### src/logic/stlbs_pkg.sv
// Purpose: shared constants and types of the transmit link bring-up sequencer
// Assumes: one 10 MHz clock; lane count fixed at build time
// Notes:   status pins are bundled into one vector for the synchroniser
package stlbs_pkg;
   // lane count of the transmit link
   localparam int LANES = 4;

   // bit positions inside the synchronised status vector
   localparam int B_CORE   = 0;             // core pll locked
   localparam int B_READY  = 1;             // reset controller tx ready
   localparam int B_CFG    = 2;             // host configuration finished
   localparam int B_DAC    = 3;             // dac programmed over spi
   localparam int B_SYSREF = 4;             // sysref pulse present
   localparam int B_LOCK   = 5;             // first lane pll lock bit
   localparam int B_CAL    = B_LOCK + LANES; // first lane cal busy bit
   localparam int SYNC_W   = B_CAL + LANES;

   // timing: least transceiver reset hold, sysref retry period
   localparam int CLK_PERIOD_NS    = 100;
   localparam int RESET_HOLD_NS    = 1000;
   localparam int RESET_HOLD_CYC   =
      (RESET_HOLD_NS + CLK_PERIOD_NS - 1) / CLK_PERIOD_NS;
   localparam int SYSREF_RETRY_NS  = 100000;
   localparam int SYSREF_RETRY_CYC = SYSREF_RETRY_NS / CLK_PERIOD_NS;
   localparam int CNT_W            = 10;

   // reset values of the synchroniser stages and the captured subclass
   localparam logic SYNC_RST   = 1'b0;
   localparam logic SUBCLASS_0 = 1'b0;

   // sequencer states, gray coded along the bring-up path except the direct S_LINK_K to S_RUN step
   typedef enum logic [2:0] {
      S_XCVR_RST    = 3'h0,
      S_PLL_WAIT    = 3'h1,
      S_READY_WAIT  = 3'h3,
      S_CONFIG      = 3'h2,
      S_LINK_K      = 3'h6,
      S_SYSREF_WAIT = 3'h7,
      S_RUN         = 3'h5
   } stlbs_state_t;
endpackage

### src/logic/stlbs_sync_if.sv
// Purpose: carries raw status pins into the synchroniser and clean ones back
// Assumes: raw bits come from outside the clock domain
// Notes:   one vector, laid out by the package bit positions
`timescale 1ns/1ps
interface stlbs_sync_if
   import stlbs_pkg::*;
   ();
   logic [SYNC_W-1:0] raw;
   logic [SYNC_W-1:0] clean;
   modport sync (input raw, output clean);
   modport user (output raw, input clean);
endinterface

### src/logic/stlbs_sync.sv
// Purpose: three flip-flop synchroniser with agreement filter for pins
// Assumes: synchronous active high reset
// Notes:   a bit changes only once the second and third stage agree
`timescale 1ns/1ps
module stlbs_sync
   import stlbs_pkg::*;
   (
   // clock and reset
   input  wire logic  clk_i,
   input  wire logic  rst_i,
   // status vector
   stlbs_sync_if.sync sif
   );

   logic [SYNC_W-1:0] s1_q;
   logic [SYNC_W-1:0] s2_q;
   logic [SYNC_W-1:0] s3_q;
   logic [SYNC_W-1:0] clean_q;
   logic [SYNC_W-1:0] clean_d;
   logic [SYNC_W-1:0] agree;

   // take the third stage where stages two and three agree, else hold
   assign agree   = ~(s2_q ^ s3_q);
   assign clean_d = (agree & s3_q) | (~agree & clean_q);

   // shift chain, first stage read only by the second
   always_ff @(posedge clk_i) begin
      if (rst_i) begin
         s1_q    <= {SYNC_W{SYNC_RST}};
         s2_q    <= {SYNC_W{SYNC_RST}};
         s3_q    <= {SYNC_W{SYNC_RST}};
         clean_q <= {SYNC_W{SYNC_RST}};
      end else begin
         s1_q    <= sif.raw;
         s2_q    <= s1_q;
         s3_q    <= s2_q;
         clean_q <= clean_d;
      end
   end

   assign sif.clean = clean_q;
endmodule

### src/logic/stlbs_sequencer.sv
// Purpose: bring-up and reset sequencer for a multi-lane transmit link
// Assumes: status pins asynchronous; outputs drive reset controller and core
// Notes:   any lock or ready loss restarts from the transceiver reset step
`timescale 1ns/1ps
module stlbs_sequencer
   import stlbs_pkg::*;
   (
   // clock and reset
   input  wire logic             clk_i,
   input  wire logic             rst_i,
   // status from pll, reset controller, host and clock generator
   input  wire logic             core_pll_locked_i,
   input  wire logic             tx_ready_i,
   input  wire logic             config_done_i,
   input  wire logic             dac_programmed_i,
   input  wire logic             sysref_i,
   input  wire logic [LANES-1:0] lane_pll_locked_i,
   input  wire logic [LANES-1:0] lane_cal_busy_i,
   // static configuration
   input  wire logic             subclass_i,
   input  wire logic             pma_direct_i,
   // resets driven out
   output logic                  xcvr_reset_o,
   output logic [LANES-1:0]      lane_digital_reset_o,
   output logic [LANES-1:0]      lane_analog_reset_o,
   output logic                  config_bus_reset_low_o,
   output logic                  link_reset_low_o,
   output logic                  frame_reset_low_o,
   // link activity and status
   output logic                  send_k_o,
   output logic                  sysref_request_o,
   output logic                  link_up_o,
   output logic [LANES-1:0]      lane_cal_busy_o,
   output logic [LANES-1:0]      phy_clk_en_o,
   output logic [2:0]            state_o
   );

   stlbs_sync_if sif ();
   stlbs_state_t state_q;
   stlbs_state_t state_d;
   logic [CNT_W-1:0]  cnt_q;
   logic              core_ok;
   logic              ready_ok;
   logic              cfg_ok;
   logic              dac_ok;
   logic              sysref_ok;
   logic              lock_ok;
   logic              cal_any;
   logic              lost;
   logic              sub1_q;
   logic              req_q;
   logic              phy_tog_q;
   logic [LANES-1:0]  phy_en_q;
   logic [LANES-1:0]  cal_q;

   // true when every bit of a lane vector is set
   function automatic logic all_set(input logic [LANES-1:0] v);
      all_set = &v;
   endfunction

   // bundle the asynchronous pins for the synchroniser
   assign sif.raw = {lane_cal_busy_i, lane_pll_locked_i, sysref_i,
                     dac_programmed_i, config_done_i, tx_ready_i,
                     core_pll_locked_i};

   stlbs_sync u_sync (
      .clk_i (clk_i),
      .rst_i (rst_i),
      .sif   (sif)
   );

   // clean status terms
   assign core_ok   = sif.clean[B_CORE];
   assign ready_ok  = sif.clean[B_READY];
   assign cfg_ok    = sif.clean[B_CFG];
   assign dac_ok    = sif.clean[B_DAC];
   assign sysref_ok = sif.clean[B_SYSREF];
   assign lock_ok   = all_set(sif.clean[B_LOCK +: LANES]);
   assign cal_any   = |sif.clean[B_CAL +: LANES];

   // loss of core lock, lane lock or ready past their own wait states
   always_comb begin
      lost = 1'b0;
      if (state_q != S_XCVR_RST && !core_ok) begin
         lost = 1'b1;
      end
      if (state_q != S_XCVR_RST && state_q != S_PLL_WAIT && !lock_ok) begin
         lost = 1'b1;
      end
      if (state_q inside {S_CONFIG, S_LINK_K, S_SYSREF_WAIT, S_RUN} &&
          !ready_ok) begin
         lost = 1'b1;
      end
   end

   // next state of the bring-up sequence
   always_comb begin
      state_d = state_q;
      if (lost) begin
         state_d = S_XCVR_RST;
      end else begin
         unique case (state_q)
            S_XCVR_RST: begin
               if (core_ok && !cal_any &&
                   cnt_q >= CNT_W'(RESET_HOLD_CYC)) begin
                  state_d = S_PLL_WAIT;
               end
            end
            S_PLL_WAIT: begin
               if (lock_ok) begin
                  state_d = S_READY_WAIT;
               end
            end
            S_READY_WAIT: begin
               if (ready_ok) begin
                  state_d = S_CONFIG;
               end
            end
            S_CONFIG: begin
               if (cfg_ok) begin
                  state_d = S_LINK_K;
               end
            end
            S_LINK_K: begin
               if (sub1_q == SUBCLASS_0 && dac_ok) begin
                  state_d = S_RUN;
               end else if (sub1_q != SUBCLASS_0 && sysref_ok) begin
                  state_d = S_RUN;
               end else if (sub1_q != SUBCLASS_0 && dac_ok) begin
                  state_d = S_SYSREF_WAIT;
               end
            end
            S_SYSREF_WAIT: begin
               if (sysref_ok) begin
                  state_d = S_RUN;
               end
            end
            S_RUN: begin
               state_d = S_RUN;
            end
            default: begin
               state_d = S_XCVR_RST;
            end
         endcase
      end
   end

   // state register; subclass captured while the link is held
   always_ff @(posedge clk_i) begin
      if (rst_i) begin
         state_q <= S_XCVR_RST;
         sub1_q  <= SUBCLASS_0;
      end else begin
         state_q <= state_d;
         if (state_q inside {S_XCVR_RST, S_PLL_WAIT, S_READY_WAIT,
                             S_CONFIG}) begin
            sub1_q <= subclass_i;
         end
      end
   end

   // hold counter in reset state, retry counter while awaiting sysref
   always_ff @(posedge clk_i) begin
      if (rst_i || state_d != state_q) begin
         cnt_q <= '0;
      end else if (state_q == S_SYSREF_WAIT &&
                   cnt_q == CNT_W'(SYSREF_RETRY_CYC - 1)) begin
         cnt_q <= '0;
      end else if (cnt_q != '1) begin
         cnt_q <= cnt_q + CNT_W'(1);
      end
   end

   // one-cycle sysref request on entry and on each retry period
   always_ff @(posedge clk_i) begin
      if (rst_i) begin
         req_q <= 1'b0;
      end else begin
         req_q <= state_q == S_SYSREF_WAIT && !sysref_ok &&
                  cnt_q == '0;
      end
   end

   // parallel clock enable: every cycle, or every other in direct pma
   always_ff @(posedge clk_i) begin
      if (rst_i || state_q inside {S_XCVR_RST, S_PLL_WAIT}) begin
         phy_tog_q <= 1'b0;
         phy_en_q  <= '0;
      end else begin
         phy_tog_q <= ~phy_tog_q;
         phy_en_q  <= pma_direct_i ? {LANES{phy_tog_q}} : '1;
      end
   end

   // calibration busy mirrored per lane
   always_ff @(posedge clk_i) begin
      if (rst_i) begin
         cal_q <= '0;
      end else begin
         cal_q <= sif.clean[B_CAL +: LANES];
      end
   end

   // outputs decoded from the registered state; cal busy and sysref request come from their own registers, the clock enable is its register gated by state
   assign xcvr_reset_o           = state_q == S_XCVR_RST;
   assign lane_digital_reset_o   = {LANES{state_q == S_XCVR_RST}};
   assign lane_analog_reset_o    = {LANES{state_q == S_XCVR_RST}};
   assign config_bus_reset_low_o = state_q inside {S_CONFIG, S_LINK_K,
                                                   S_SYSREF_WAIT, S_RUN};
   assign link_reset_low_o       = state_q inside {S_LINK_K, S_SYSREF_WAIT,
                                                   S_RUN};
   assign frame_reset_low_o      = link_reset_low_o;
   assign send_k_o               = state_q == S_LINK_K ||
                                   state_q == S_SYSREF_WAIT;
   assign link_up_o              = state_q == S_RUN;
   assign sysref_request_o       = req_q;
   assign lane_cal_busy_o        = cal_q;
   assign phy_clk_en_o           = phy_en_q & {LANES{link_reset_low_o |
                                   (state_q == S_CONFIG) |
                                   (state_q == S_READY_WAIT)}};
   assign state_o                = state_q;

   // checks on the sequence
   core_lock_rel_a: assert property (
      @(posedge clk_i) disable iff (rst_i)
      $fell(xcvr_reset_o) |-> $past(core_ok))
      else $error("transceiver reset released without core lock");

   pll_wait_a: assert property (
      @(posedge clk_i) disable iff (rst_i)
      state_q == S_PLL_WAIT && !lock_ok |=> state_q != S_READY_WAIT)
      else $error("left pll wait without lane lock");

   cfg_bus_rel_a: assert property (
      @(posedge clk_i) disable iff (rst_i)
      $rose(config_bus_reset_low_o) |-> $past(ready_ok))
      else $error("config bus reset released before ready");

   link_order_a: assert property (
      @(posedge clk_i) disable iff (rst_i)
      link_reset_low_o |-> config_bus_reset_low_o && frame_reset_low_o)
      else $error("link reset released out of order");

   // /K/ must follow release and, one cycle later, continue unless the link is up
   k_stream_a: assert property (
      @(posedge clk_i) disable iff (rst_i)
      $rose(link_reset_low_o) |-> send_k_o ##1 (send_k_o || link_up_o))
      else $error("no /K/ streaming after link reset release");

   sub0_init_a: assert property (
      @(posedge clk_i) disable iff (rst_i)
      state_q == S_LINK_K && sub1_q == SUBCLASS_0 && dac_ok && !lost
      |=> link_up_o)
      else $error("subclass 0 link did not come up");

   sysref_req_a: assert property (
      @(posedge clk_i) disable iff (rst_i)
      state_q == S_SYSREF_WAIT && !sysref_ok && !lost
      |-> ##[0:1000] sysref_request_o || state_q != S_SYSREF_WAIT)
      else $error("no sysref request while waiting");

   lock_drop_a: assert property (
      @(posedge clk_i) disable iff (rst_i)
      link_up_o && !core_ok |=> xcvr_reset_o && !link_reset_low_o)
      else $error("lock loss did not restart sequence");

   lane_reset_a: assert property (
      @(posedge clk_i) disable iff (rst_i)
      xcvr_reset_o |-> all_set(lane_digital_reset_o) &&
      all_set(lane_analog_reset_o) && !link_reset_low_o)
      else $error("lane resets not held with transceiver reset");

   // direct pma must have held for two edges before the enable alternates
   phy_half_a: assert property (
      @(posedge clk_i) disable iff (rst_i)
      link_up_o && $past(link_up_o, 2) && pma_direct_i &&
      $past(pma_direct_i) && $past(pma_direct_i, 2)
      |-> phy_clk_en_o != $past(phy_clk_en_o))
      else $error("parallel clock enable not halved");
endmodule

### config.mk
export PLATFORM = sky130hd
export DESIGN_NAME = stlbs_sequencer
export DESIGN_NICKNAME = d
export VERILOG_FILES = /design/src/logic/stlbs_pkg.sv /design/src/logic/stlbs_sync_if.sv /design/src/logic/stlbs_sync.sv /design/src/logic/stlbs_sequencer.sv
export SDC_FILE = /design/constraint.sdc
export NUM_CORES = 1
export LEC_CHECK = 0
export BUFFER_PORTS_ARGS = -buffer_cell sky130_fd_sc_hd__buf_2
export CAP_MARGIN = 5
export CELL_PAD_IN_SITES_DETAIL_PLACEMENT = 0
export CELL_PAD_IN_SITES_GLOBAL_PLACEMENT = 1
export CORE_ASPECT_RATIO = 0.9
export CORE_MARGIN = 1.5
export CORE_UTILIZATION = 35
export DETAILED_ROUTE_END_ITERATION = 10
export PLACE_DENSITY_LB_ADDON = 0.12
export SLEW_MARGIN = 30
export SYNTH_ARGS = -nofsm -noshare
export SYNTH_HDL_FRONTEND = slang
export SYNTH_SLANG_ARGS = --single-unit
### constraint.sdc
create_clock -name clk_i -period 5.9 [get_ports clk_i]
set_input_delay 1.475 -clock clk_i [delete_from_list [all_inputs] [get_ports clk_i]]
set_output_delay 1.475 -clock clk_i [all_outputs]
set_load 0.05 [all_outputs]
Yosys cells after proc, flatten, opt, wreduce, memory -nomap -nowiden. Cells that the tools add are included.

Magnitude comparators: 1. Reductions and logical operators: 30. Add/sub/neg operators: 1. Equal/unequal tests: 10. Bitwise logic cells: 11. Multiplexer cells: 14.

Operators with widths (number): $mux W3 (9); $and A13 B13 Y13 (2); $not A13 Y13 (2); $pmux W3 S7 (1); $or A13 B13 Y13 (1); $xor A13 B13 Y13 (1); $logic_and A1 B1 Y1 (12); $add A10 B1 Y10 const B (1); $eq A10 B10 Y1 const B (1); $ge A10 B4 Y1 const B (1); $logic_not A10 Y1 (1); $ne A10 B10 Y1 const B (1); $eq A3 B3 Y1 const B (3); $reduce_bool A4 Y1 (2); $eq A3 B2 Y1 const B (2); $reduce_bool A3 Y1 (2); $logic_not A1 Y1 (5); $and A4 B4 Y4 (1); $mux W4 (1); $reduce_and A4 Y1 (1); $reduce_or A4 Y1 (1); $eq A3 B1 Y1 const B (1); $logic_not A3 Y1 (1); $logic_or A1 B1 Y1 (3); 7 further kinds (11).

Register bits: 76. Logic and storage cells: 78. Input bits: 17.

Logic depth before layout (Yosys ltp). Gate-level depths: netlist of run 1.

Depth in word-level cells: 10. Depth in mapped cells: 8.

By module. From an unflattened synthesis of run 1, not the netlist that was laid out.

Cell total of the unflattened synthesis: 293. Area, all modules: 2867.8 um^2.

By module, submodules not included: stlbs_sync (area an instance 1520.2 um^2, sequential area each 1041.0 um^2, cells each 135, instances 1); stlbs_sequencer (area an instance 1347.5 um^2, sequential area each 420.4 um^2, cells each 158, instances 1).

Worst setup path before layout of run 1. OpenSTA, ideal clock, no wires.

Path kind: reg-to-output. From: register state_q[0], in the netlist state_o[0]. To: output port phy_clk_en_o[1]. Data required time: 4425 ps. Data arrival time: 2724 ps. Stages on the path, launching flop included: 5. Path slack: 1701 ps. Buffers on the path: 2. Cell sequence: dfxtp_1 buf_4 nand2_1 a21boi_0 buf_4.

Cells in the longest elaborated chain, start to end: 5. Elaborated cells between the ends (all ways): 9. Classes of those cells: 5 x eq/ne; 3 x bitwise; 1 x reduce/logical.

RTL lines: start: declaration (RTL line stlbs_sequencer.sv:39) `stlbs_state_t state_q;`; start signal: assignment (RTL line stlbs_sequencer.sv:154) `state_q <= state_d;`; $eq A3 B3 Y1 (RTL line stlbs_sequencer.sv:210) `assign link_reset_low_o = state_q inside {S_LINK_K, S_SYSREF_WAIT,`; $reduce_bool A3 Y1 (RTL line stlbs_sequencer.sv:210); $or A1 B1 Y1 (RTL line stlbs_sequencer.sv:218) `assign phy_clk_en_o = phy_en_q & {LANES{link_reset_low_o |`; $or A1 B1 Y1 (*) (RTL line stlbs_sequencer.sv:219) `(state_q == S_CONFIG) |`; $and A4 B4 Y4 (*) (RTL line stlbs_sequencer.sv:218); end: declaration (RTL line stlbs_sequencer.sv:34) `output logic [LANES-1:0] phy_clk_en_o,`.

Every way passes the cells marked *; elsewhere a longest branch is shown, timed or not.

Final worst setup path of run 1.
From: register state_q[2], in the netlist state_o[2]. To: output port phy_clk_en_o[2].

Same word-level chain as after synthesis.

==> results summary, run 1 <==
The global route total overflow came out at 0. The number of buffers inserted by port buffering is 42. The width of the die is ~96 µm. The run finished with clean final reports. The max-capacitance violation count came out at 0. For this run, the register share of the synthesized area comes to 0.532. The clock edge transition at the registers on the reported setup and hold paths came out at roughly 0.07 ns.

Summed over all failing endpoints, the final setup total negative slack is 0 ns. For this block, the via count after detailed routing is a little under 2000. The netlist uses 42 different library cells.

The leading area contributor after synthesis is dfxtp_1. Summed over all nets, the half-perimeter wirelength after detailed placement is about 3.2 mm. The origin of the worst min-delay path is phy_tog_q$_SDFF_PP0_. The sequential cells in the finished layout cover a total of 0.00146 mm². The count of instances resized after the clock tree is built is 0. Once detail routing completed, the nets flagged for antenna violations numbered 0. The setup path with the least slack is of type flip-flop to output pin. Counting flops with an async set or reset pin after synthesis yields a share of 0. In the layout the commonest cells are dfxtp_1, nor2b_1, buf_2. The count of endpoints failing setup in the final report came out at 0. The initial standard-cell utilization of the core came out at 0.363.

The final max-slew violation count came out at 0. The number of hold buffers added after CTS was 0. CTS placed an instance of clkbuf_8 at the clock tree root.

The critical path capture point type is an output pin. The layout has just under 800 filler cells. The die outline height is about 87 µm. The summed instance area of the synthesized netlist came out at between 0.002 and 0.003 mm².

The share of layout cells above drive strength 1 is 0.214. The library cell used most frequently in the layout, excluding fill and tap cells, is dfxtp_1. The final net count came out at about 340.

The element type at the critical path start is a flip-flop. The net count after synthesis came out at 307. The clock buffer count from CTS came out at 9. The path class of the tightest hold or removal check is flip-flop to flip-flop. The per-instance average area after synthesis came out at ~9.6 µm². The synthesized flop and latch total is 73. The number of hold violations in the final report came out at 0. The clock skew after layout is about 0.0083 ns. For this run, the number of Yosys warnings is 0. The DRC violation count after routing is 0.

The region available for standard cell placement spans between 0.007 and 0.008 mm². For this run, the leading register cell type out of synthesis is dfxtp_1. The number of iterations in the first detailed-routing pass is 4. The clock drives 73 sinks. Once the clock tree was built, the setup fixing pass inserted 0 buffers. The wire length of the first global-routing pass is 8.16 mm.

For this run, the top clock speed supported by timing is ~300 MHz. Entering global routing, the biggest net connects 44 pins. The number of levels in the clock H-tree came out at 3. The wire length per cell came out at 11.4 µm. For this block, the initial DRC count from the detailed router was 63. The weighted congestion reported at the end of routability-driven placement came out at between 0.7 and 0.8.

The maximum clock insertion buffer count came out at 2. The number of antenna violations at the first check in global routing was 0. The full die area came out at roughly 0.0084 mm². The placement-stage cell area is ~0.0029 mm². The leakage power summed over all cells is between 1 and 1.5 nW. The via count of the first global-routing pass came out at between 1500 and 2000. By area the synthesized netlist is led by dfxtp_1, nor2b_1, a21oi_1.

The number of inserted diodes came out at 0. The per-cell via count in the routed design is approximately 4.6. The area of combinational cells with multiple inputs is around 0.0011 mm². The ratio of final minimum period to clock period is 0.563.

The number of rows created at floorplan came out at 30. At the pin with the least slew margin, the transition time is between 0.7 and 0.8 ns. The clock latency reported for the late side of the worst-skew pair came out at 0.33 ns.

The maximum net fanout on the critical path is 17. Relative to the synthesized area, the layout overhead comes to 15.5%. The share of synthesized area in the top cell type comes to 0.532. The launch point of the worst path is state_o[2]$_SDFF_PP0_. The maximum vdd ir drop is about 0.17 mV. The final period demand of the worst path came out at around 3.3 ns. The arrival time of the worst setup path came out at around 1.9 ns.

For this run, the total global-route usage over all layers was measured as 0.130. The number of enable-type register cells in the synthesized netlist came out at 0. The number of standard cells after synthesis is between 200 and 300. The required time of the critical path is 4.43 ns. The I/O pin count came out at 43.

The total wire length is approximately 4.7 mm. Setup repair after global routing left no endpoint under its margin. The power density over the cells is slightly above 300 mW/mm². TritonCTS built the clock tree. The post-route standard cell area excluding fillers is about 0.0032 mm².

The worst max-slew margin expressed relative to the limit is 0.519.
worst max-delay path: stages (launching register included):
cell and delay (ns):
dfxtp_1 0.67, nand2_1 0.18, a21boi_0 0.34, buf_2 0.33
metrics by stage:
step / hold WS (ns) / util / power, mW / setup slack [ns] / cells
detailed placement: 0.415 / 0.388 / 0.554 / 2.81 / 404
global placement: 0.407 / 0.388 / 0.553 / 2.89 / 404
finish: 0.418 / 0.419 / 0.990 / 2.58 / 418
global route: 0.459 / 0.419 / 1.04 / 2.28 / 418
CTS: 0.424 / 0.418 / 1.01 / 2.43 / 418
floorplan: 0.398 / - / 0.543 / 1.70 / 287
layout make-up:
cell class | count | area share
clock inverters | 5 | 0.0335
clock buffers | 9 | 0.0390
multi-input cells | 185 | 0.353
repair buffers | 43 | 0.0686
well taps | 96 | 0.0378
inverters | 7 | 0.00827
flip-flops and latches | 73 | 0.460
cells by family after synthesis:
| family | after synthesis | synth area share |
|---|---|---|
| AOI/OAI and AO/OA | 62 | 0.140 |
| xor gates and xnor gates | 3 | 0.00956 |
| adders and majority gates | 3 | 0.0137 |
| buffers and inverters | 29 | 0.0628 |
| DFF | 73 | 0.532 |
| muxes | 2 | 0.00728 |
| and+or+nand+nor | 115 | 0.235 |
cell usage after synthesis, types with 2 or more instances:
| master | count |
|---|---|
| a211oi_1 | 3 |
| nor2_1 | 17 |
| a21oi_1 | 22 |
| nor3_1 | 5 |
| dfxtp_1 | 73 |
| ha_1 | 3 |
| inv_1 | 7 |
| xnor2_1 | 3 |
| o22ai_1 | 2 |
| o31ai_1 | 2 |
| buf_6 | 2 |
| nand4_1 | 4 |
| buf_4 | 13 |
| nor4_1 | 3 |
| and2_1 | 2 |
| o21ai_0 | 20 |
| nor2b_1 | 44 |
| mux2i_1 | 2 |
| nand2_1 | 22 |
| o21ai_2 | 2 |
| clkbuf_1 | 7 |
| nand3_1 | 6 |
| and3_1 | 2 |
| a21o_1 | 2 |
| a31oi_1 | 2 |
layer usage:
| metal | vias to the layer above | track usage | routed length (µm) |
|---|---|---|---|
| met1 | 866 | 0.166 | 2450 |
| li1 | 1032 | - | - |
| met2 | 40 | 0.191 | 2000 |
| met3 | 5 | 0.0602 | 239 |
| met5 | - | 0 | 0 |
| met4 | 0 | 0.0474 | 51 |
final timing paths:
| check | endpoint | slack, ns | cells after the start |
|---|---|---|---|
| max | phy_clk_en_o[2] | 2.58 | 3 |
| min | phy_tog_q$_SDFF_PP0_ | 0.42 | 1 |
| max reg2reg | cnt_q[0]$_SDFFE_PP0P_ | 3.65 | 6 |
| min reg2reg | phy_tog_q$_SDFF_PP0_ | 0.42 | 1 |
where the power goes:
group	total [mW]	switching, mW	leakage [nW]	internal [mW]
logic	0.0288	0.0148	0.499	0.0140
registers	0.512	0.00673	0.596	0.506
clock network	0.449	0.172	0.111	0.277
total	0.990	0.194	1.21	0.797
(Power assumes the default switching activity.)
==> run 2: changes to the inputs <==
clock period = 3.4 ns   (was 5.9 ns; I/O delays follow)
==> run 2 against run 1 <==
- sequential share of layout area grew 1.0 points
- die area is the same
- worst hold slack better by 0.0028 ns
- clock power grew 26%
- clock-buffer cell count rose by 1
- global-route usage is 0.14 points lower
- critical path depth stayed put
- design area down 2.2%
==> results summary, run 2 (same netlist as run 1, synthesis figures left out) <==
The combined global-route utilization of all metal layers is 0.129 (-0.00136). The number of iterations in the first detailed-routing pass is 4 (unchanged). The clock sink count came out at 73 (unchanged). The via count of the first global-routing pass is 1716 (-3.1%). The number of setup buffers added after CTS is 0 (unchanged). The I/O pin count is 43 (unchanged). The total chip power came to 1.51 mW (+52%).

TritonCTS built the clock tree. The count of nets left with antenna violations after detail routing is 0 (unchanged). The endpoint identified for the worst register-to-register timing path is cnt_q[0]$_SDFFE_PP0P_.

The required time of the critical path is 2.55 ns (-1.88 ns). The width of the die came out at 96.4 µm (unchanged). The final worst hold slack is 0.421 ns (+0.00279 ns). The detailed placer's ending HPWL came to 3.28 mm (+1.3%). The placement-stage worst setup slack came to 1.09 ns (-1.72 ns). The min-delay analysis places its worst path in the category flip-flop to flip-flop. The weighted congestion reported at the end of routability-driven placement is 0.785 (-0.67%). The source of the worst register-to-register timing path is state_o[1]$_SDFF_PP0_.

The reg-to-reg setup timing slack is 1.18 ns (-2.47 ns). The number of rows created at floorplan came out at 30 (unchanged). The flow ran to the end, and the final reports show no timing, DRC or antenna violations. The footprint of the flip-flops and latches came out at 0.00146 mm² (unchanged). The count of endpoints failing setup in the final report is 0 (unchanged). The final max-slew violation count is 0 (unchanged). The placement-stage cell area came out at 0.00295 mm² (+0.17%). The maximum clock insertion buffer count is 2 (unchanged). The initial DRC count was 84 (+33%). The number of antenna violations at the first check in global routing was 0 (unchanged).

The slew at the pin with the worst max-slew slack came out at 0.570 ns (-0.144 ns). The leakage power summed over all cells came out at 1.17 nW (-2.8%). The DRC violation count after routing came out at 0 (unchanged). The final worst setup slack is 0.740 ns (-1.84 ns). The net load switching power came out at 0.346 mW (+78%). The number of inserted filler cells in the final layout is 777 (+1.0%). The clock buffer count from CTS came to 9 (unchanged). Setup repair after global routing left no endpoint under its margin. For hold timing, the worst endpoint is phy_tog_q$_SDFF_PP0_. Relative to the synthesized area, the layout overhead comes to 13.0%. The area of combinational cells with multiple inputs came out at 0.00112 mm² (unchanged).

The maximum vdd ir drop came out at 0.275 mV (+66%). The worst setup path is launched from a flip-flop. The worst reg-to-reg path cell count is 6 (unchanged). The worst setup path is captured at an output pin. The number of inserted diodes came out at 0 (unchanged).

The net switching fraction of the power came out at 0.229 (+0.0337). The number of levels in the clock H-tree is 3 (unchanged). The count of vias placed by the detailed router came out at 1971 (+1.4%). The ratio of final minimum period to clock period is 0.782.

The count of instances resized after the clock tree is built was 0 (unchanged). The share of layout cells above drive strength 1 is 0.214 (-0.000663). Leaving out fill and tap cells, the most frequent cell in the layout is dfxtp_1. The die outline height was 87.1 µm (unchanged). The smallest clock period supported by the final layout is computed as between 2 and 3 ns.

The wire length per cell came out at 11.5 µm (+1.7%). The sum of negative setup slack is 0 ns (unchanged). The final net count is 339 (unchanged). The placeable core region came out at 0.00758 mm² (unchanged). The global-route track usage on met3 came out at 0.0489 (-0.0113).

The part of the power in the clock network came out at 0.376 (-0.078). The clock skew after layout was 0.00564 ns (-0.00266 ns). The initial standard-cell utilization of the core came out at 0.363 (unchanged).

The number of buffers inserted by port buffering is 42 (unchanged). The top cell types in the final layout, fill and taps aside, are dfxtp_1, nor2b_1, buf_2. Static timing analysis puts the maximum clock frequency at ~380 MHz.

The global route total overflow was 0 (unchanged). The power density over the cells is 485 mW/mm² (+56%). The per-cell via count in the routed design is 4.70 (+1.2%).

The post-cts hold buffer count was 0 (unchanged). The wire length of the first global-routing pass was 8.07 mm (-1.0%). The pin count of the biggest net entering global routing came out at 51 (+16%). After global routing, the most crowded layer is met2.

The clock latency reported for the late side of the worst-skew pair came out at 0.34 ns (about the same). The count of cells along the worst hold path is 1 (unchanged). The buffer type at the clock tree root is clkbuf_8. The internal power of the cells is 1.16 mW (+46%). The post-route standard cell area excluding fillers is 0.00311 mm² (-2.2%). The arrival time of the worst setup path came out at 1.81 ns (-0.04 ns).

The origin of the worst min-delay path is phy_tog_q$_SDFF_PP0_. The maximum net fanout on the critical path was 17 (unchanged). The sequential group share of total power came to 0.590 (+0.073).

The full die area is 0.00840 mm² (unchanged). The routing usage on met2 came out at 0.181 (-0.0102). The critical path start-end classification is flip-flop to output pin. The met1 demand-to-capacity share in global routing came out at 0.171 (+0.00487). The worst max-slew margin expressed relative to the limit is 0.618 (+0.0985). The total wire length came out at 4.84 mm (+1.9%). The combinational cell fraction of total power is 0.034 (+0.005). The number of hold violations in the final report came out at 0 (unchanged). The clock edge transition at the registers on the reported setup and hold paths is 0.07 ns (about the same). The max-capacitance violation count was 0 (unchanged).
run 2: changes by cell type in the layout (fill, tap and decap cells not counted):
cell / delta
bufinv_16: -3
a21boi_0: -1
clkinv_2: +2
clkinvlp_4: +1
a21boi_1: +1
clkbuf_1: +1
run 2: power by group through the flow:
| stage | registers [mW] | clock network, mW | logic, mW |
|---|---|---|---|
| floorplan | 0.906 | 0 | 0.0357 |
| global placement | 0.909 | 0 | 0.0524 |
| detailed placement | 0.910 | 0 | 0.0517 |
| CTS | 0.889 | 0.594 | 0.0519 |
| global route | 0.893 | 0.630 | 0.0577 |
| finish | 0.890 | 0.566 | 0.0508 |
run 2: worst max-delay path by stage:
| stage | start | to | slack, ns | cells past startpoint |
|---|---|---|---|---|
| 6_report | state_o[2]$_SDFF_PP0_ | phy_clk_en_o[0] | 0.74 | 3 |
| 5_1_grt | state_o[2]$_SDFF_PP0_ | phy_clk_en_o[3] | 0.56 | 3 |
| 4_1_cts | state_o[2]$_SDFF_PP0_ | phy_clk_en_o[0] | 0.71 | 3 |
| 3_5_place_dp | state_o[2]$_SDFF_PP0_ | phy_clk_en_o[0] | 1.09 | 3 |
| 3_3_place_gp | state_o[2]$_SDFF_PP0_ | phy_clk_en_o[2] | 1.18 | 3 |
| 2_1_floorplan | state_o[0]$_SDFF_PP0_ | phy_clk_en_o[1] | 0.28 | 4 |
run 2: area by class of cell:
class / count / share of cell area
Timing Repair Buffer: 43 / 0.0701
Clock buffer: 10 / 0.0411
Multi-Input combinational cell: 185 / 0.360
Clock inverter: 5 / 0.0109
Sequential cell: 73 / 0.470
Tap cell: 96 / 0.0387
Inverter: 7 / 0.00846
run 2: worst max-delay path, cell delays in order, from the launching register on:
cell      delay [ns]
dfxtp_1         0.68
nand2_1         0.20
a21boi_1        0.28
buf_2           0.31
run 2: metrics by stage:
step | utilization | std cells
final | 0.410 | 419
after global routing | 0.410 | 419
after CTS | 0.410 | 419
after detailed placement | 0.388 | 404
after global placement | 0.388 | 404
after floorplan | - | 287
run 2: layer usage:
| layer | up-vias | share of wire |
|---|---|---|
| met1 | 873 | 0.52 |
| met2 | 53 | 0.41 |
| met4 | 0 | 0.018 |
| li1 | 1034 | - |
| met3 | 11 | 0.051 |
| met5 | - | 0 |
==> run 3: changes to the inputs <==
ABC_AREA = 1   (was default)
clock period = 2.5 ns   (was 3.4 ns; I/O delays follow)
==> run 3 against run 2 <==
- global-route usage down 0.60 points
- sequential power grew 36%
- setup slack worse by 0.52 ns
- synthesized cell count is 33% higher
- register-to-register slack got worse by 0.51 ns
- sequential share of layout area shrank 3.9 points
- non-clock buffer count up 1
- critical path depth stayed put
- largest power group unchanged
- highest routed layer unchanged
==> results summary, run 3 <==
The die outline height came out at 90.3 µm (+3.7%). The per-cell via count in the routed design was 4.17 (-11%). Walking the worst path, the cells encountered are nand2_1 -> a21boi_2 -> buf_2.

The power density over the cells came out at 677 mW/mm² (+40%). The end point of the critical path is phy_clk_en_o[0]. Sorting the synthesized cells by how often they occur yields nor2_1, dfxtp_1, inv_1, nand2_1, o21ai_0. The maximum clock insertion buffer count is 2 (unchanged).

The required time of the critical path is 1.88 ns (-0.67 ns). The maximum net fanout on the critical path is 9 (-8). The combinational cell fraction of total power came to 0.037 (+0.003). TritonCTS built the clock tree. The I/O pin count came out at 43 (unchanged). The buffer and inverter count on the worst path is 1 (unchanged).

The global route total overflow is 0 (unchanged). The worst reg-to-reg path cell count is 9 (+3). The final net count was 436 (+29%). The wire length per cell came out at 9.59 µm (-17%). The synthesized flop and latch total is 73 (unchanged). The number of hold violations in the final report is 0 (unchanged). The number of gates on the worst path with buffers counted is 3 (unchanged). The count of cells along the worst hold path came out at 2 (+1).

The number of distinct standard cells referenced by the synthesized netlist is 31 (-26%). STA classifies the critical path endpoint as an output pin. The ratio of final minimum period to clock period is 0.913. STA classifies the critical path startpoint as a flip-flop. The final worst setup slack was 0.219 ns (-0.521 ns). The maximum vdd ir drop came out at 0.272 mV (-0.93%). The count of nets left with antenna violations after detail routing came out at 0 (unchanged). The clock buffer count from CTS is 9 (unchanged). The critical path in this run is classified as flip-flop to output pin.

The number of enable-type register cells in the synthesized netlist came out at 0 (unchanged). The share of layout cells above drive strength 1 is 0.221 (+0.00728). The fraction of registers with async set or reset after synthesis is 0 (unchanged). The count of endpoints failing setup in the final report came to 0 (unchanged).

The initial DRC count came out at 69 (-18%). Setup repair after global routing left no endpoint under its margin. The number of levels in the clock H-tree came out at 3 (unchanged). The clock sink count came out at 73 (unchanged). The per-instance average area after synthesis came out at 7.76 µm² (-19%). The placeable core region is 0.00815 mm² (+7.4%). The leakage power summed over all cells came out at 1.57 nW (+34%). The number of antenna violations at the first check in global routing came out at 0 (unchanged). The detailed placer's ending HPWL is 3.55 mm (+8.1%). The count of vias placed by the detailed router came out at 2169 (+10%). The sum of negative setup slack came out at 0 ns (unchanged).

The count of instances resized after the clock tree is built came to 0 (unchanged). Derived from the worst setup path, the maximum achievable clock frequency is around 440 MHz. The full die area was 0.00903 mm² (+7.6%). The category of cells accounting for the largest share of critical-path delay is flip-flops. The final max-slew violation count is 0 (unchanged). The via count of the first global-routing pass is 1913 (+11%). The arrival time of the worst setup path is 1.66 ns (-0.15 ns). By area the synthesized netlist is led by dfxtp_1, nor2_1, inv_1. The placement-stage worst setup slack came out at 0.566 ns (-0.523 ns). The post-synthesis sequential area ratio is 0.493 (-0.0386).

The part of the power in the clock network came out at 0.436 (+0.060). The net switching fraction of the power is 0.218 (-0.0111). The worst max-slew margin expressed relative to the limit came to 0.655 (+0.0372). The worst stage delay on the critical path came to 0.62 ns (-0.06 ns).

The critical path starts at state_o[0]$_SDFF_PP0_. The max-capacitance violation count came out at 0 (unchanged). The clock skew after layout was 0.0100 ns (+0.00437 ns). The slew at the pin with the worst max-slew slack is 0.517 ns (-0.0534 ns). The width of the die came out at 100 µm (+3.7%). The total wire length is 4.99 mm (+3.1%). The dominant cell by count in the synthesized netlist is nor2_1.

The clock edge transition at the registers on the reported setup and hold paths is 0.07 ns (about the same). The run finished with clean final reports. The endpoint of the most critical register-to-register path is cnt_q[5]$_SDFFE_PP0P_. The DRC violation count after routing is 0 (unchanged). The number of buffers inserted by port buffering came to 42 (unchanged). The number of synthesis warnings came to 0 (unchanged). The summed instance area of the synthesized netlist is 0.00296 mm² (+7.8%). The weighted congestion reported at the end of routability-driven placement came out at 0.854 (+8.7%).

The layout-stage area growth over the synthesis result came out at 14.3%. The final period demand of the worst path came out at ~2.3 ns. The post-cts hold buffer count came out at 0 (unchanged). The clock latency reported for the late side of the worst-skew pair came to 0.34 ns (about the same).

The combined global-route utilization of all metal layers came out at 0.123 (-0.00605). The wire length of the first global-routing pass is 8.60 mm (+6.5%). The total chip power came out at 2.29 mW (+52%).

The reg-to-reg setup timing slack came out at 0.67 ns (-0.51 ns). The number of inserted diodes is 0 (unchanged). The most frequently used flop master after synthesis is dfxtp_1. The final worst hold slack was 0.401 ns (-0.0199 ns). The internal power of the cells came out at 1.79 mW (+54%).

The startpoint identified for the worst register-to-register timing path is state_o[1]$_SDFF_PP0_. The number of rows created at floorplan is 31 (+3.3%). The buffer type at the clock tree root is clkbuf_8. Leaving out fill and tap cells, the most frequent cells in the layout are nor2_1, dfxtp_1, inv_1. The type of the tightest min-delay check is flip-flop to flip-flop. The pin count of the biggest net entering global routing is 42 (-18%).

The net count after synthesis came out at 402 (+31%). The initial standard-cell utilization of the core came to 0.364 (+0.00136). The area share of the largest cell type after synthesis is 0.493 (-0.0386).

The number of standard cells after synthesis is 382 (+33%). Leaving out fill and tap cells, the most frequent cell in the layout is nor2_1. The net load switching power is 0.501 mW (+45%). The number of iterations in the first detailed-routing pass is 4 (unchanged). The sequential group share of total power came out at 0.527 (-0.063). The number of setup buffers added after CTS came out at 0 (unchanged). The slowest stage of the critical path belongs to the cell dfxtp_1. The largest total area in the synthesized netlist belongs to dfxtp_1.
run 3: layer usage:
| layer | global-route usage | share of wire | up-vias | wire [µm] |
|---|---|---|---|---|
| met5 | 0 | 0 | - | 0 |
| met4 | 0.0493 | 0.016 | 0 | 80 |
| met3 | 0.0472 | 0.051 | 8 | 256 |
| met2 | 0.187 | 0.41 | 47 | 2040 |
| met1 | 0.155 | 0.52 | 920 | 2610 |
| li1 | - | - | 1194 | - |
run 3: layout make-up:
class                      count  area [µm²]
multi-input combinational    217        1090
tap                           99         124
clock buffer                  10         128
sequential                    73        1460
fill                         848        4760
inverter                      71         273
timing repair buffer          44         225
clock inverter                 6        90.1
run 3: power groups by stage:
| stage | clock network [mW] | registers (mW) | logic (mW) |
|---|---|---|---|
| after CTS | 1.05 | 1.21 | 0.0866 |
| final | 1.00 | 1.21 | 0.0838 |
| after global placement | 0 | 1.24 | 0.0858 |
| after global routing | 1.09 | 1.21 | 0.101 |
| after detailed placement | 0 | 1.24 | 0.0862 |
| after floorplan | 0 | 1.23 | 0.0622 |
run 3: how the worst min path moves through the flow:
| stage | startpoint | end | slack [ns] |
|---|---|---|---|
| 3_5_place_dp | u_sync.s1_q[11]$_SDFF_PP0_ | u_sync.s2_q[11]$_SDFF_PP0_ | 0.39 |
| 3_3_place_gp | u_sync.s1_q[7]$_SDFF_PP0_ | u_sync.s2_q[7]$_SDFF_PP0_ | 0.39 |
| 6_report | u_sync.s1_q[3]$_SDFF_PP0_ | u_sync.s2_q[3]$_SDFF_PP0_ | 0.40 |
| 2_1_floorplan | u_sync.s1_q[0]$_SDFF_PP0_ | u_sync.s2_q[0]$_SDFF_PP0_ | 0.39 |
| 4_1_cts | u_sync.s1_q[4]$_SDFF_PP0_ | u_sync.s2_q[4]$_SDFF_PP0_ | 0.40 |
| 5_1_grt | u_sync.s1_q[12]$_SDFF_PP0_ | u_sync.s2_q[12]$_SDFF_PP0_ | 0.42 |
run 3: per-stage QoR:
stage | util | cells | cell area [µm²]
after floorplan | - | 382 | 2970
after CTS | 0.416 | 520 | 3390
after detailed placement | 0.389 | 504 | 3170
after global placement | 0.389 | 504 | 3170
after global routing | 0.416 | 520 | 3390
final | 0.416 | 520 | 3390
run 3: worst min-delay path, stage by stage, from the launching register on:
cell and delay [ns]:
dfxtp_1 0.30, inv_1 0.04, nor2_1 0.03
run 3: logic make-up after synthesis:
| group | after synthesis | synth area share |
|---|---|---|
| AND/OR/NAND/NOR | 175 | 0.278 |
| buffers and inverters | 92 | 0.141 |
| flip-flops | 73 | 0.493 |
| AO/OA/AOI/OAI | 33 | 0.0570 |
| XOR/XNOR | 6 | 0.0177 |
| adder cells (fa/ha/maj) | 3 | 0.0127 |
